## config.mk

```make
export PLATFORM = sky130hd
export DESIGN_NAME = sysctl_bank
export DESIGN_NICKNAME = d
export VERILOG_FILES = /design/src/core/sysctl_pkg.sv /design/src/core/bus_clock_divider.sv /design/src/core/sysctl_bank.sv
export VERILOG_INCLUDE_DIRS = /design/src /design/src/core
export SDC_FILE = /design/constraint.sdc
export NUM_CORES = 1
export LEC_CHECK = 0
export BUFFER_PORTS_ARGS = -buffer_cell sky130_fd_sc_hd__buf_2
export CORE_MARGIN = 1
export CORE_UTILIZATION = 50
export DETAILED_ROUTE_END_ITERATION = 16
export GPL_TIMING_DRIVEN = 0
export PLACE_DENSITY = 0.75
export SLEW_MARGIN = 20
export SYNTH_ARGS = -nofsm -noshare
export SYNTH_HDL_FRONTEND = slang
export SYNTH_HIERARCHICAL = 1
export SYNTH_SLANG_ARGS = --single-unit
```

## constraint.sdc

```tcl
create_clock -name clk_i -period 6.8 [get_ports clk_i]
set_clock_uncertainty 0.05 [all_clocks]
set_input_delay 1.02 -clock clk_i [delete_from_list [all_inputs] [get_ports clk_i]]
set_output_delay 1.02 -clock clk_i [all_outputs]
set_load 0.03 [all_outputs]
```

## src/core/sysctl_defines.svh

```systemverilog
// How it works
// - Rise config bit 8 enables RTC alarm wake
// - Config bits 7:0 pick edge wake lines
// - Selected trigger event sets matching pending bit
// - Bus clock equals system clock over divider+1
// - APB reset bits hold peripherals in reset
// - AHB reset bits hold peripherals in reset
// - APB clock enable bits gate peripheral clocks
// - AHB clock enable bits gate peripheral clocks
// - Freeze bits stop clocks during debug halt
// - Identity register reads fixed word, ignores writes
`ifndef SYSCTL_DEFINES_SVH
`define SYSCTL_DEFINES_SVH

// ----------------------------------------------------------------
// Register offsets (byte addresses)
// ----------------------------------------------------------------
`define OFS_WAKE_RISE 12'h020
`define OFS_WAKE_FALL 12'h024
`define OFS_WAKE_PEND 12'h028
`define OFS_WAKE_MASK 12'h02C
`define OFS_BUS_DIV 12'h038
`define OFS_APB_RST 12'h040
`define OFS_AHB_RST 12'h050
`define OFS_APB_CLK 12'h060
`define OFS_AHB_CLK 12'h070
`define OFS_APB_FRZ 12'h080
`define OFS_CHIP_ID 12'h100

// ----------------------------------------------------------------
// Field widths and positions
// ----------------------------------------------------------------
`define EXT_LINES 8
`define WAKE_BITS 9
`define ALARM_BIT 8
`define DIV_BITS 4
`define APB_BITS 29
`define AHB_BITS 4

// ----------------------------------------------------------------
// Reset values and fixed words
// ----------------------------------------------------------------
`define RST_WAKE 9'h000
`define RST_DIV 4'h0
`define RST_APB 29'h0000000
`define RST_AHB 4'h0
// Watchdog, timers, general timers, CAN may freeze
`define FREEZE_MASK 29'h041FC002
// Arbitrary identity value, not tied to any real part
`define CHIP_ID_WORD 32'h5A5A0001

`endif

```

## src/core/sysctl_pkg.sv

```systemverilog
package sysctl_pkg;

  // Classic Wishbone request from the master
  typedef struct packed {
    logic cyc;
    logic stb;
    logic we;
    logic [3:0] sel;
    logic [31:0] adr;
    logic [31:0] dat;
  } wb_req_t;

  // Classic Wishbone answer to the master
  typedef struct packed {
    logic ack;
    logic [31:0] dat;
  } wb_rsp_t;

  // Peripheral reset and clock gate outputs
  typedef struct packed {
    logic [28:0] apb_rst;
    logic [3:0] ahb_rst;
    logic [28:0] apb_clk_en;
    logic [3:0] ahb_clk_en;
  } periph_ctrl_t;

endpackage

```

## src/core/bus_clock_divider.sv

```systemverilog
`timescale 1ns/1ps
`default_nettype none
`include "sysctl_defines.svh"

module bus_clock_divider (
  // Clock and reset
  input wire logic clk_i,
  input wire logic rst_i,
  // Divide factor, ratio is factor plus one
  input wire logic [3:0] bus_divide_factor_i,
  // One-cycle enable for the peripheral bus
  output logic tick_o
);

  logic [3:0] cnt_reg;
  logic [3:0] cnt_next;
  logic tick_reg;
  logic tick_next;

  // ----------------------------------------------------------------
  // Divider counter
  // ----------------------------------------------------------------
  // Compare with >= so a shrinking factor never strands the count
  always_comb
  begin
    if (cnt_reg >= bus_divide_factor_i)
    begin
      cnt_next = 4'h0;
      tick_next = 1'b1;
    end
    else
    begin
      cnt_next = cnt_reg + 4'h1;
      tick_next = 1'b0;
    end
  end

  // Register stage
  always_ff @(posedge clk_i)
  begin
    if (rst_i)
    begin
      cnt_reg <= `RST_DIV;
      tick_reg <= 1'b0;
    end
    else
    begin
      cnt_reg <= cnt_next;
      tick_reg <= tick_next;
    end
  end

  assign tick_o = tick_reg;

endmodule // bus_clock_divider
`default_nettype wire

```

## src/core/sysctl_bank.sv

```systemverilog
`timescale 1ns/1ps
`default_nettype none
`include "sysctl_defines.svh"

module sysctl_bank (
  // Clock and reset
  input wire logic clk_i,
  input wire logic rst_i,
  // Wishbone slave
  input wire sysctl_pkg::wb_req_t wb_i,
  output var sysctl_pkg::wb_rsp_t wb_o,
  // Wake sources from pins and the RTC domain
  input wire logic [7:0] external_wake_lines_i,
  input wire logic rtc_alarm_i,
  // Core debug halt, same clock
  input wire logic debug_halt_i,
  // Peripheral controls
  output var sysctl_pkg::periph_ctrl_t periph_o,
  output logic pbus_tick_o,
  // Wake request and interrupt
  output logic wake_req_o,
  output logic irq_o
);

  // ----------------------------------------------------------------
  // Helper functions
  // ----------------------------------------------------------------
  // Byte-lane merge for writes
  function automatic logic [31:0] lane_merge(input logic [31:0] old_w,
                                             input logic [31:0] new_w,
                                             input logic [3:0] sel);
    logic [31:0] res;
    res = old_w;
    for (int b = 0; b < 4; b++)
    begin
      if (sel[b])
      begin
        res[b*8 +: 8] = new_w[b*8 +: 8];
      end
    end
    return res;
  endfunction

  // Expand byte selects to a bit mask
  function automatic logic [31:0] lane_mask(input logic [3:0] sel);
    return lane_merge(32'h00000000, 32'hFFFFFFFF, sel);
  endfunction

  // ----------------------------------------------------------------
  // Input synchronisers and edge history
  // ----------------------------------------------------------------
  logic [8:0] sync1_reg;
  logic [8:0] sync2_reg;
  logic [8:0] hist_reg;
  logic [8:0] rise_edge;
  logic [8:0] fall_edge;

  // Pins and RTC alarm are asynchronous, two flops before use
  always_ff @(posedge clk_i)
  begin
    if (rst_i)
    begin
      sync1_reg <= 9'h000;
      sync2_reg <= 9'h000;
      hist_reg <= 9'h000;
    end
    else
    begin
      sync1_reg <= {rtc_alarm_i, external_wake_lines_i};
      sync2_reg <= sync1_reg;
      hist_reg <= sync2_reg;
    end
  end

  // Edge detection on the second stage only
  assign rise_edge = sync2_reg & ~hist_reg;
  assign fall_edge = ~sync2_reg & hist_reg;

  // ----------------------------------------------------------------
  // Bus handshake
  // ----------------------------------------------------------------
  logic ack_reg;
  logic ack_next;
  logic [31:0] rdat_reg;
  logic [31:0] rdat_next;
  logic req;
  logic wr_fire;
  logic [11:0] ofs;
  logic [31:0] wmask;
  logic [31:0] read_word;

  assign req = wb_i.cyc & wb_i.stb;
  // Writes land on the edge where the master sees ack
  assign wr_fire = req & wb_i.we & ack_reg;
  assign ofs = {wb_i.adr[11:2], 2'b00};
  assign wmask = lane_mask(wb_i.sel);

  // ----------------------------------------------------------------
  // Register state
  // ----------------------------------------------------------------
  logic [7:0] rise_cfg_reg;
  logic [7:0] rise_cfg_next;
  logic alarm_en_reg;
  logic alarm_en_next;
  logic [7:0] fall_cfg_reg;
  logic [7:0] fall_cfg_next;
  logic [8:0] pend_reg;
  logic [8:0] pend_next;
  logic [8:0] mask_reg;
  logic [8:0] mask_next;
  logic [3:0] div_reg;
  logic [3:0] div_next;
  logic [28:0] apb_rst_reg;
  logic [28:0] apb_rst_next;
  logic [3:0] ahb_rst_reg;
  logic [3:0] ahb_rst_next;
  logic [28:0] apb_clk_reg;
  logic [28:0] apb_clk_next;
  logic [3:0] ahb_clk_reg;
  logic [3:0] ahb_clk_next;
  logic [28:0] frz_reg;
  logic [28:0] frz_next;
  logic [8:0] wake_set;
  logic [8:0] wake_clr;
  logic [31:0] wr_word;

  // Trigger events that are selected
  always_comb
  begin
    wake_set[7:0] = (rise_edge[7:0] & rise_cfg_reg) | (fall_edge[7:0] & fall_cfg_reg);
    wake_set[`ALARM_BIT] = rise_edge[`ALARM_BIT] & alarm_en_reg;
  end

  // Write decode and next state for all software registers
  always_comb
  begin
    rise_cfg_next = rise_cfg_reg;
    alarm_en_next = alarm_en_reg;
    fall_cfg_next = fall_cfg_reg;
    mask_next = mask_reg;
    div_next = div_reg;
    apb_rst_next = apb_rst_reg;
    ahb_rst_next = ahb_rst_reg;
    apb_clk_next = apb_clk_reg;
    ahb_clk_next = ahb_clk_reg;
    frz_next = frz_reg;
    wake_clr = 9'h000;
    wr_word = 32'h00000000;
    if (wr_fire)
    begin
      case (ofs)
        `OFS_WAKE_RISE:
        begin
          wr_word = lane_merge({23'h000000, alarm_en_reg, rise_cfg_reg}, wb_i.dat, wb_i.sel);
          rise_cfg_next = wr_word[7:0];
          alarm_en_next = wr_word[`ALARM_BIT];
        end
        `OFS_WAKE_FALL:
        begin
          wr_word = lane_merge({24'h000000, fall_cfg_reg}, wb_i.dat, wb_i.sel);
          fall_cfg_next = wr_word[7:0];
        end
        `OFS_WAKE_PEND:
        begin
          wake_clr = wb_i.dat[8:0] & wmask[8:0];
        end
        `OFS_WAKE_MASK:
        begin
          wr_word = lane_merge({23'h000000, mask_reg}, wb_i.dat, wb_i.sel);
          mask_next = wr_word[8:0];
        end
        `OFS_BUS_DIV:
        begin
          wr_word = lane_merge({28'h0000000, div_reg}, wb_i.dat, wb_i.sel);
          div_next = wr_word[3:0];
        end
        `OFS_APB_RST:
        begin
          wr_word = lane_merge({3'h0, apb_rst_reg}, wb_i.dat, wb_i.sel);
          apb_rst_next = wr_word[28:0];
        end
        `OFS_AHB_RST:
        begin
          wr_word = lane_merge({28'h0000000, ahb_rst_reg}, wb_i.dat, wb_i.sel);
          ahb_rst_next = wr_word[3:0];
        end
        `OFS_APB_CLK:
        begin
          wr_word = lane_merge({3'h0, apb_clk_reg}, wb_i.dat, wb_i.sel);
          apb_clk_next = wr_word[28:0];
        end
        `OFS_AHB_CLK:
        begin
          wr_word = lane_merge({28'h0000000, ahb_clk_reg}, wb_i.dat, wb_i.sel);
          ahb_clk_next = wr_word[3:0];
        end
        `OFS_APB_FRZ:
        begin
          // Only peripherals that can freeze keep a bit
          wr_word = lane_merge({3'h0, frz_reg}, wb_i.dat, wb_i.sel);
          frz_next = wr_word[28:0] & `FREEZE_MASK;
        end
        default:
        begin
          // Identity and unmapped words ignore writes
          wr_word = 32'h00000000;
        end
      endcase
    end
    // Set wins over a clear in the same cycle
    pend_next = (pend_reg & ~wake_clr) | wake_set;
  end

  // Register stage for software state
  always_ff @(posedge clk_i)
  begin
    if (rst_i)
    begin
      rise_cfg_reg <= 8'h00;
      alarm_en_reg <= 1'b0;
      fall_cfg_reg <= 8'h00;
      pend_reg <= `RST_WAKE;
      mask_reg <= `RST_WAKE;
      div_reg <= `RST_DIV;
      apb_rst_reg <= `RST_APB;
      ahb_rst_reg <= `RST_AHB;
      apb_clk_reg <= `RST_APB;
      ahb_clk_reg <= `RST_AHB;
      frz_reg <= `RST_APB;
    end
    else
    begin
      rise_cfg_reg <= rise_cfg_next;
      alarm_en_reg <= alarm_en_next;
      fall_cfg_reg <= fall_cfg_next;
      pend_reg <= pend_next;
      mask_reg <= mask_next;
      div_reg <= div_next;
      apb_rst_reg <= apb_rst_next;
      ahb_rst_reg <= ahb_rst_next;
      apb_clk_reg <= apb_clk_next;
      ahb_clk_reg <= ahb_clk_next;
      frz_reg <= frz_next;
    end
  end

  // ----------------------------------------------------------------
  // Read mux and acknowledge
  // ----------------------------------------------------------------
  // Unmapped offsets answer with zero rather than hang the bus
  always_comb
  begin
    case (ofs)
      `OFS_WAKE_RISE: read_word = {23'h000000, alarm_en_reg, rise_cfg_reg};
      `OFS_WAKE_FALL: read_word = {24'h000000, fall_cfg_reg};
      `OFS_WAKE_PEND: read_word = {23'h000000, pend_reg};
      `OFS_WAKE_MASK: read_word = {23'h000000, mask_reg};
      `OFS_BUS_DIV: read_word = {28'h0000000, div_reg};
      `OFS_APB_RST: read_word = {3'h0, apb_rst_reg};
      `OFS_AHB_RST: read_word = {28'h0000000, ahb_rst_reg};
      `OFS_APB_CLK: read_word = {3'h0, apb_clk_reg};
      `OFS_AHB_CLK: read_word = {28'h0000000, ahb_clk_reg};
      `OFS_APB_FRZ: read_word = {3'h0, frz_reg};
      `OFS_CHIP_ID: read_word = `CHIP_ID_WORD;
      default: read_word = 32'h00000000;
    endcase
  end

  // One wait state, ack drops the cycle after it was given
  always_comb
  begin
    ack_next = req & ~ack_reg;
    rdat_next = ack_next ? read_word : 32'h00000000;
  end

  // Register stage for the bus answer
  always_ff @(posedge clk_i)
  begin
    if (rst_i)
    begin
      ack_reg <= 1'b0;
      rdat_reg <= 32'h00000000;
    end
    else
    begin
      ack_reg <= ack_next;
      rdat_reg <= rdat_next;
    end
  end

  // ----------------------------------------------------------------
  // Registered outputs
  // ----------------------------------------------------------------
  sysctl_pkg::periph_ctrl_t ctrl_reg;
  sysctl_pkg::periph_ctrl_t ctrl_next;
  logic wake_reg;
  logic wake_next;
  logic irq_reg;
  logic irq_next;

  // Gate and freeze terms; one cycle behind the registers
  always_comb
  begin
    ctrl_next.apb_rst = apb_rst_reg;
    ctrl_next.ahb_rst = ahb_rst_reg;
    ctrl_next.apb_clk_en = apb_clk_reg & ~(frz_reg & {29{debug_halt_i}});
    ctrl_next.ahb_clk_en = ahb_clk_reg;
    wake_next = |pend_reg;
    irq_next = |(pend_reg & mask_reg);
  end

  // Register stage for outputs
  always_ff @(posedge clk_i)
  begin
    if (rst_i)
    begin
      ctrl_reg <= '0;
      wake_reg <= 1'b0;
      irq_reg <= 1'b0;
    end
    else
    begin
      ctrl_reg <= ctrl_next;
      wake_reg <= wake_next;
      irq_reg <= irq_next;
    end
  end

  // ----------------------------------------------------------------
  // Bus clock divider
  // ----------------------------------------------------------------
  bus_clock_divider u_div (
    .clk_i(clk_i),
    .rst_i(rst_i),
    .bus_divide_factor_i(div_reg),
    .tick_o(pbus_tick_o)
  );

  assign wb_o.ack = ack_reg;
  assign wb_o.dat = rdat_reg;
  assign periph_o = ctrl_reg;
  assign wake_req_o = wake_reg;
  assign irq_o = irq_reg;

endmodule // sysctl_bank
`default_nettype wire

```

==> metrics.txt <==
maximum cell stage delay along the critical path 0.56 ns; clock tree from TritonCTS done; Worst VDD drop 0.0001956 V; final core utilization 0.6220; Reg2Reg Setup Slack 4.36 ns; final-report max-slew violation count 0; Data arrival, critical path 3.46 ns; Worst R2R End fall_cfg_reg[6]; max reg flops 66; CTS root buffer clkbuf_16; post-CTS setup buffer count 0; first-pass GRT wire length 37880 um; cell type with the largest total area after synthesis dfxtp_1; post_cts resized 0; Vias 7441; Iter 0 DRT Violations 663; Slew Limit Headroom 0.4440; final count of negative-setup-slack endpoints 0; library cell contributing the largest single delay on the critical path clkbuf_1; Vias per Instance 5.524; Worst EP required 7.21 ns; share of the synthesized area in the top cell type 0.5433; clk sink count 245; number of levels in the clock H-tree 1; prevailing post-synth register cell dfxtp_1; total grt overflow 0; leak pwr 4.156 nW; path depth of the worst reg2reg path 7; critical path cell sequence buf_2 -> clkbuf_1 -> nor4b_2 -> and3_1 -> clkbuf_1 -> clkbuf_1 -> a222oi_1 -> nor2_1; launch point of the worst path wb_i[40]; total global-route track usage 0.2663; floorplan die area 18600 um^2; Critical Path Sink Type flop; final hold viol count 0; run status completed; cell family with most CP delay buffers and inverters; CP most frequent cell clkbuf_1; post-DP HPWL 17500 um; number of max-cap violations 0; CTS Buffer Depth 3; most instantiated library cell after synthesis dfxtp_1; post-synthesis sequential area ratio 0.5433; largest net degree at the start of global routing 15; io pins 185; number of library cell types mapped by synthesis 59; CP Capture Point rdat_reg[26]; length of the first detailed-routing pass in iterations 6; number of placement rows 48; Die X-Extent 136.4 um; clock insertion delay at the later pin of the skew report 0.53 ns; clock edge transition at the registers on the reported setup and hold paths 0.06 ns; number of standard cells after synthesis 927; final-layout setup total negative slack 0 ns; power density over the cells 266.9 nW/um^2; DRC violation count after routing 0; classification of the worst-slack hold path flop to flop; Tcrit/Tclk final 0.4495; Seq cells post-synth 245; Total Nets Final 1191; Area Growth Syn to Fin 20.42%; share of async-settable or async-resettable flops after synthesis 0; number of synthesis warnings 6; remaining antenna violation count 0; r2r startpoint ack_reg; via count of the first global-routing pass 6999; count of flip-flops with a built-in enable after synthesis 0; vertical die dimension 136.4 um; Setup crit start kind input port; starting density of the core 0.5165; gp weighted congestion 0.9416; Fmax 327.2 MHz; share of cells above drive strength 1 0.2061; count of hold buffers inserted by post-cts repair 0; number of buffers created by CTS 24; crit path time final 3.056 ns; Area contributors post-synth dfxtp_1 (54%), mux2i_1 (8.2%), nor2b_1 (6.4%); transition time of the tightest slew-check pin 0.8277 ns; average footprint of a synthesized cell 9.738 um^2; post-route cell area 10870 um^2; top cell types by occurrence after synthesis dfxtp_1 (245), nor2_1 (105), nor2b_1 (92); wire length per cell 18.18 um; cell area after technology mapping 9027 um^2; Worst Setup Path Type input port to flop; number of buffers and inverters on the critical path 4; total stage count of the critical path 8; final setup margin 3.744 ns; Placed Area 10060 um^2; area of the core region 17480 um^2; WHS Path Cells 1; Post-Route WL 24500 um; post-placement worst setup slack 3.294 ns; number of I/O port buffers 149; antenna violations before repair 2; highest fanout seen on the critical path 10; RSZ-0062 raised after global routing false
-- through the flow --
stage          cells  total power, mW  hold WS [ns]
6_report        1347            2.901        0.3803
5_1_grt         1347            2.983        0.3986
4_1_cts         1346            2.911        0.3847
3_5_place_dp    1302            1.577        0.3704
3_3_place_gp    1302            1.576        0.3653
2_1_floorplan    928            1.528        0.3638
-- layout make-up --
class | count | area [um^2]
antenna | 1 | 2.502
clock buffer | 32 | 660.6
sequential | 245 | 4905
inverter | 26 | 97.59
multi-input combinational | 593 | 3749
clock inverter | 12 | 148.9
fill | 1472 | 6606
tap | 225 | 281.5
buffer | 64 | 280.3
timing repair buffer | 149 | 745.7
-- where the power goes --
part           total, mW  internal (mW)  switching (mW)
combinational      0.102         0.0297          0.0726
clock               1.35          0.800           0.555
sequential          1.44           1.44         0.00285
-- worst register-to-register path: cells and delay by family (launching register included) --
family | cells | cell delay, ns
buffers and inverters | 2 | 0.57
and+or+nand+nor | 4 | 1.06
muxes | 1 | 0.27
DFF | 1 | 0.35
-- how the worst min path moves through the flow --
stage                  from      endpoint  slack [ns]
3_3_place_gp   sync1_reg[7]  sync2_reg[7]        0.37
4_1_cts        sync1_reg[2]  sync2_reg[2]        0.38
6_report       sync1_reg[3]  sync2_reg[3]        0.38
5_1_grt        sync1_reg[3]  sync2_reg[3]        0.40
2_1_floorplan  sync1_reg[0]  sync2_reg[0]        0.36
3_5_place_dp   sync1_reg[2]  sync2_reg[2]        0.37
-- metal layers --
layer	routed length, um	vias up	part of all wire	global-route usage
li1	-	3526	-	-
met1	10090	3483	0.41	0.3504
met2	11310	359	0.46	0.4295
met3	2255	71	0.092	0.04698
met4	828	2	0.034	0.1105
met5	9	-	0.00037	0
-- layout by cell type, fill, tap and decap left out, drive strengths merged, types with 3 or more instances in the layout --
cell type,netlist,final
a211oi,9,9
nand2,76,76
nand3,5,5
dfxtp,245,245
mux2i,74,74
inv,26,26
nor2,107,107
ha,5,5
a21oi,64,64
o22ai,3,3
nor4,6,6
buf,21,170
a31oi,11,11
and3,4,4
nand2b,3,3
nand4,4,4
a21o,3,3
nor4b,3,3
nor3,11,11
nor2b,92,92
bufinv,0,3
mux2,3,3
a222oi,7,7
mux4,6,6
clkinv,0,8
a22oi,20,20
nor3b,4,4
clkbuf,43,75
o21ai,42,42
a221oi,3,3
-- cell families after synthesis --
group | after synthesis | synth area share
buffers and inverters | 90 | 0.04186
muxes | 83 | 0.1008
and+or+nand+nor | 329 | 0.1888
AOI/OAI and AO/OA | 171 | 0.1150
adders and majority gates | 5 | 0.006930
DFF | 245 | 0.5433
other | 1 | 0.0004154
xor gates and xnor gates | 3 | 0.002911
(Power assumes the default switching activity.)
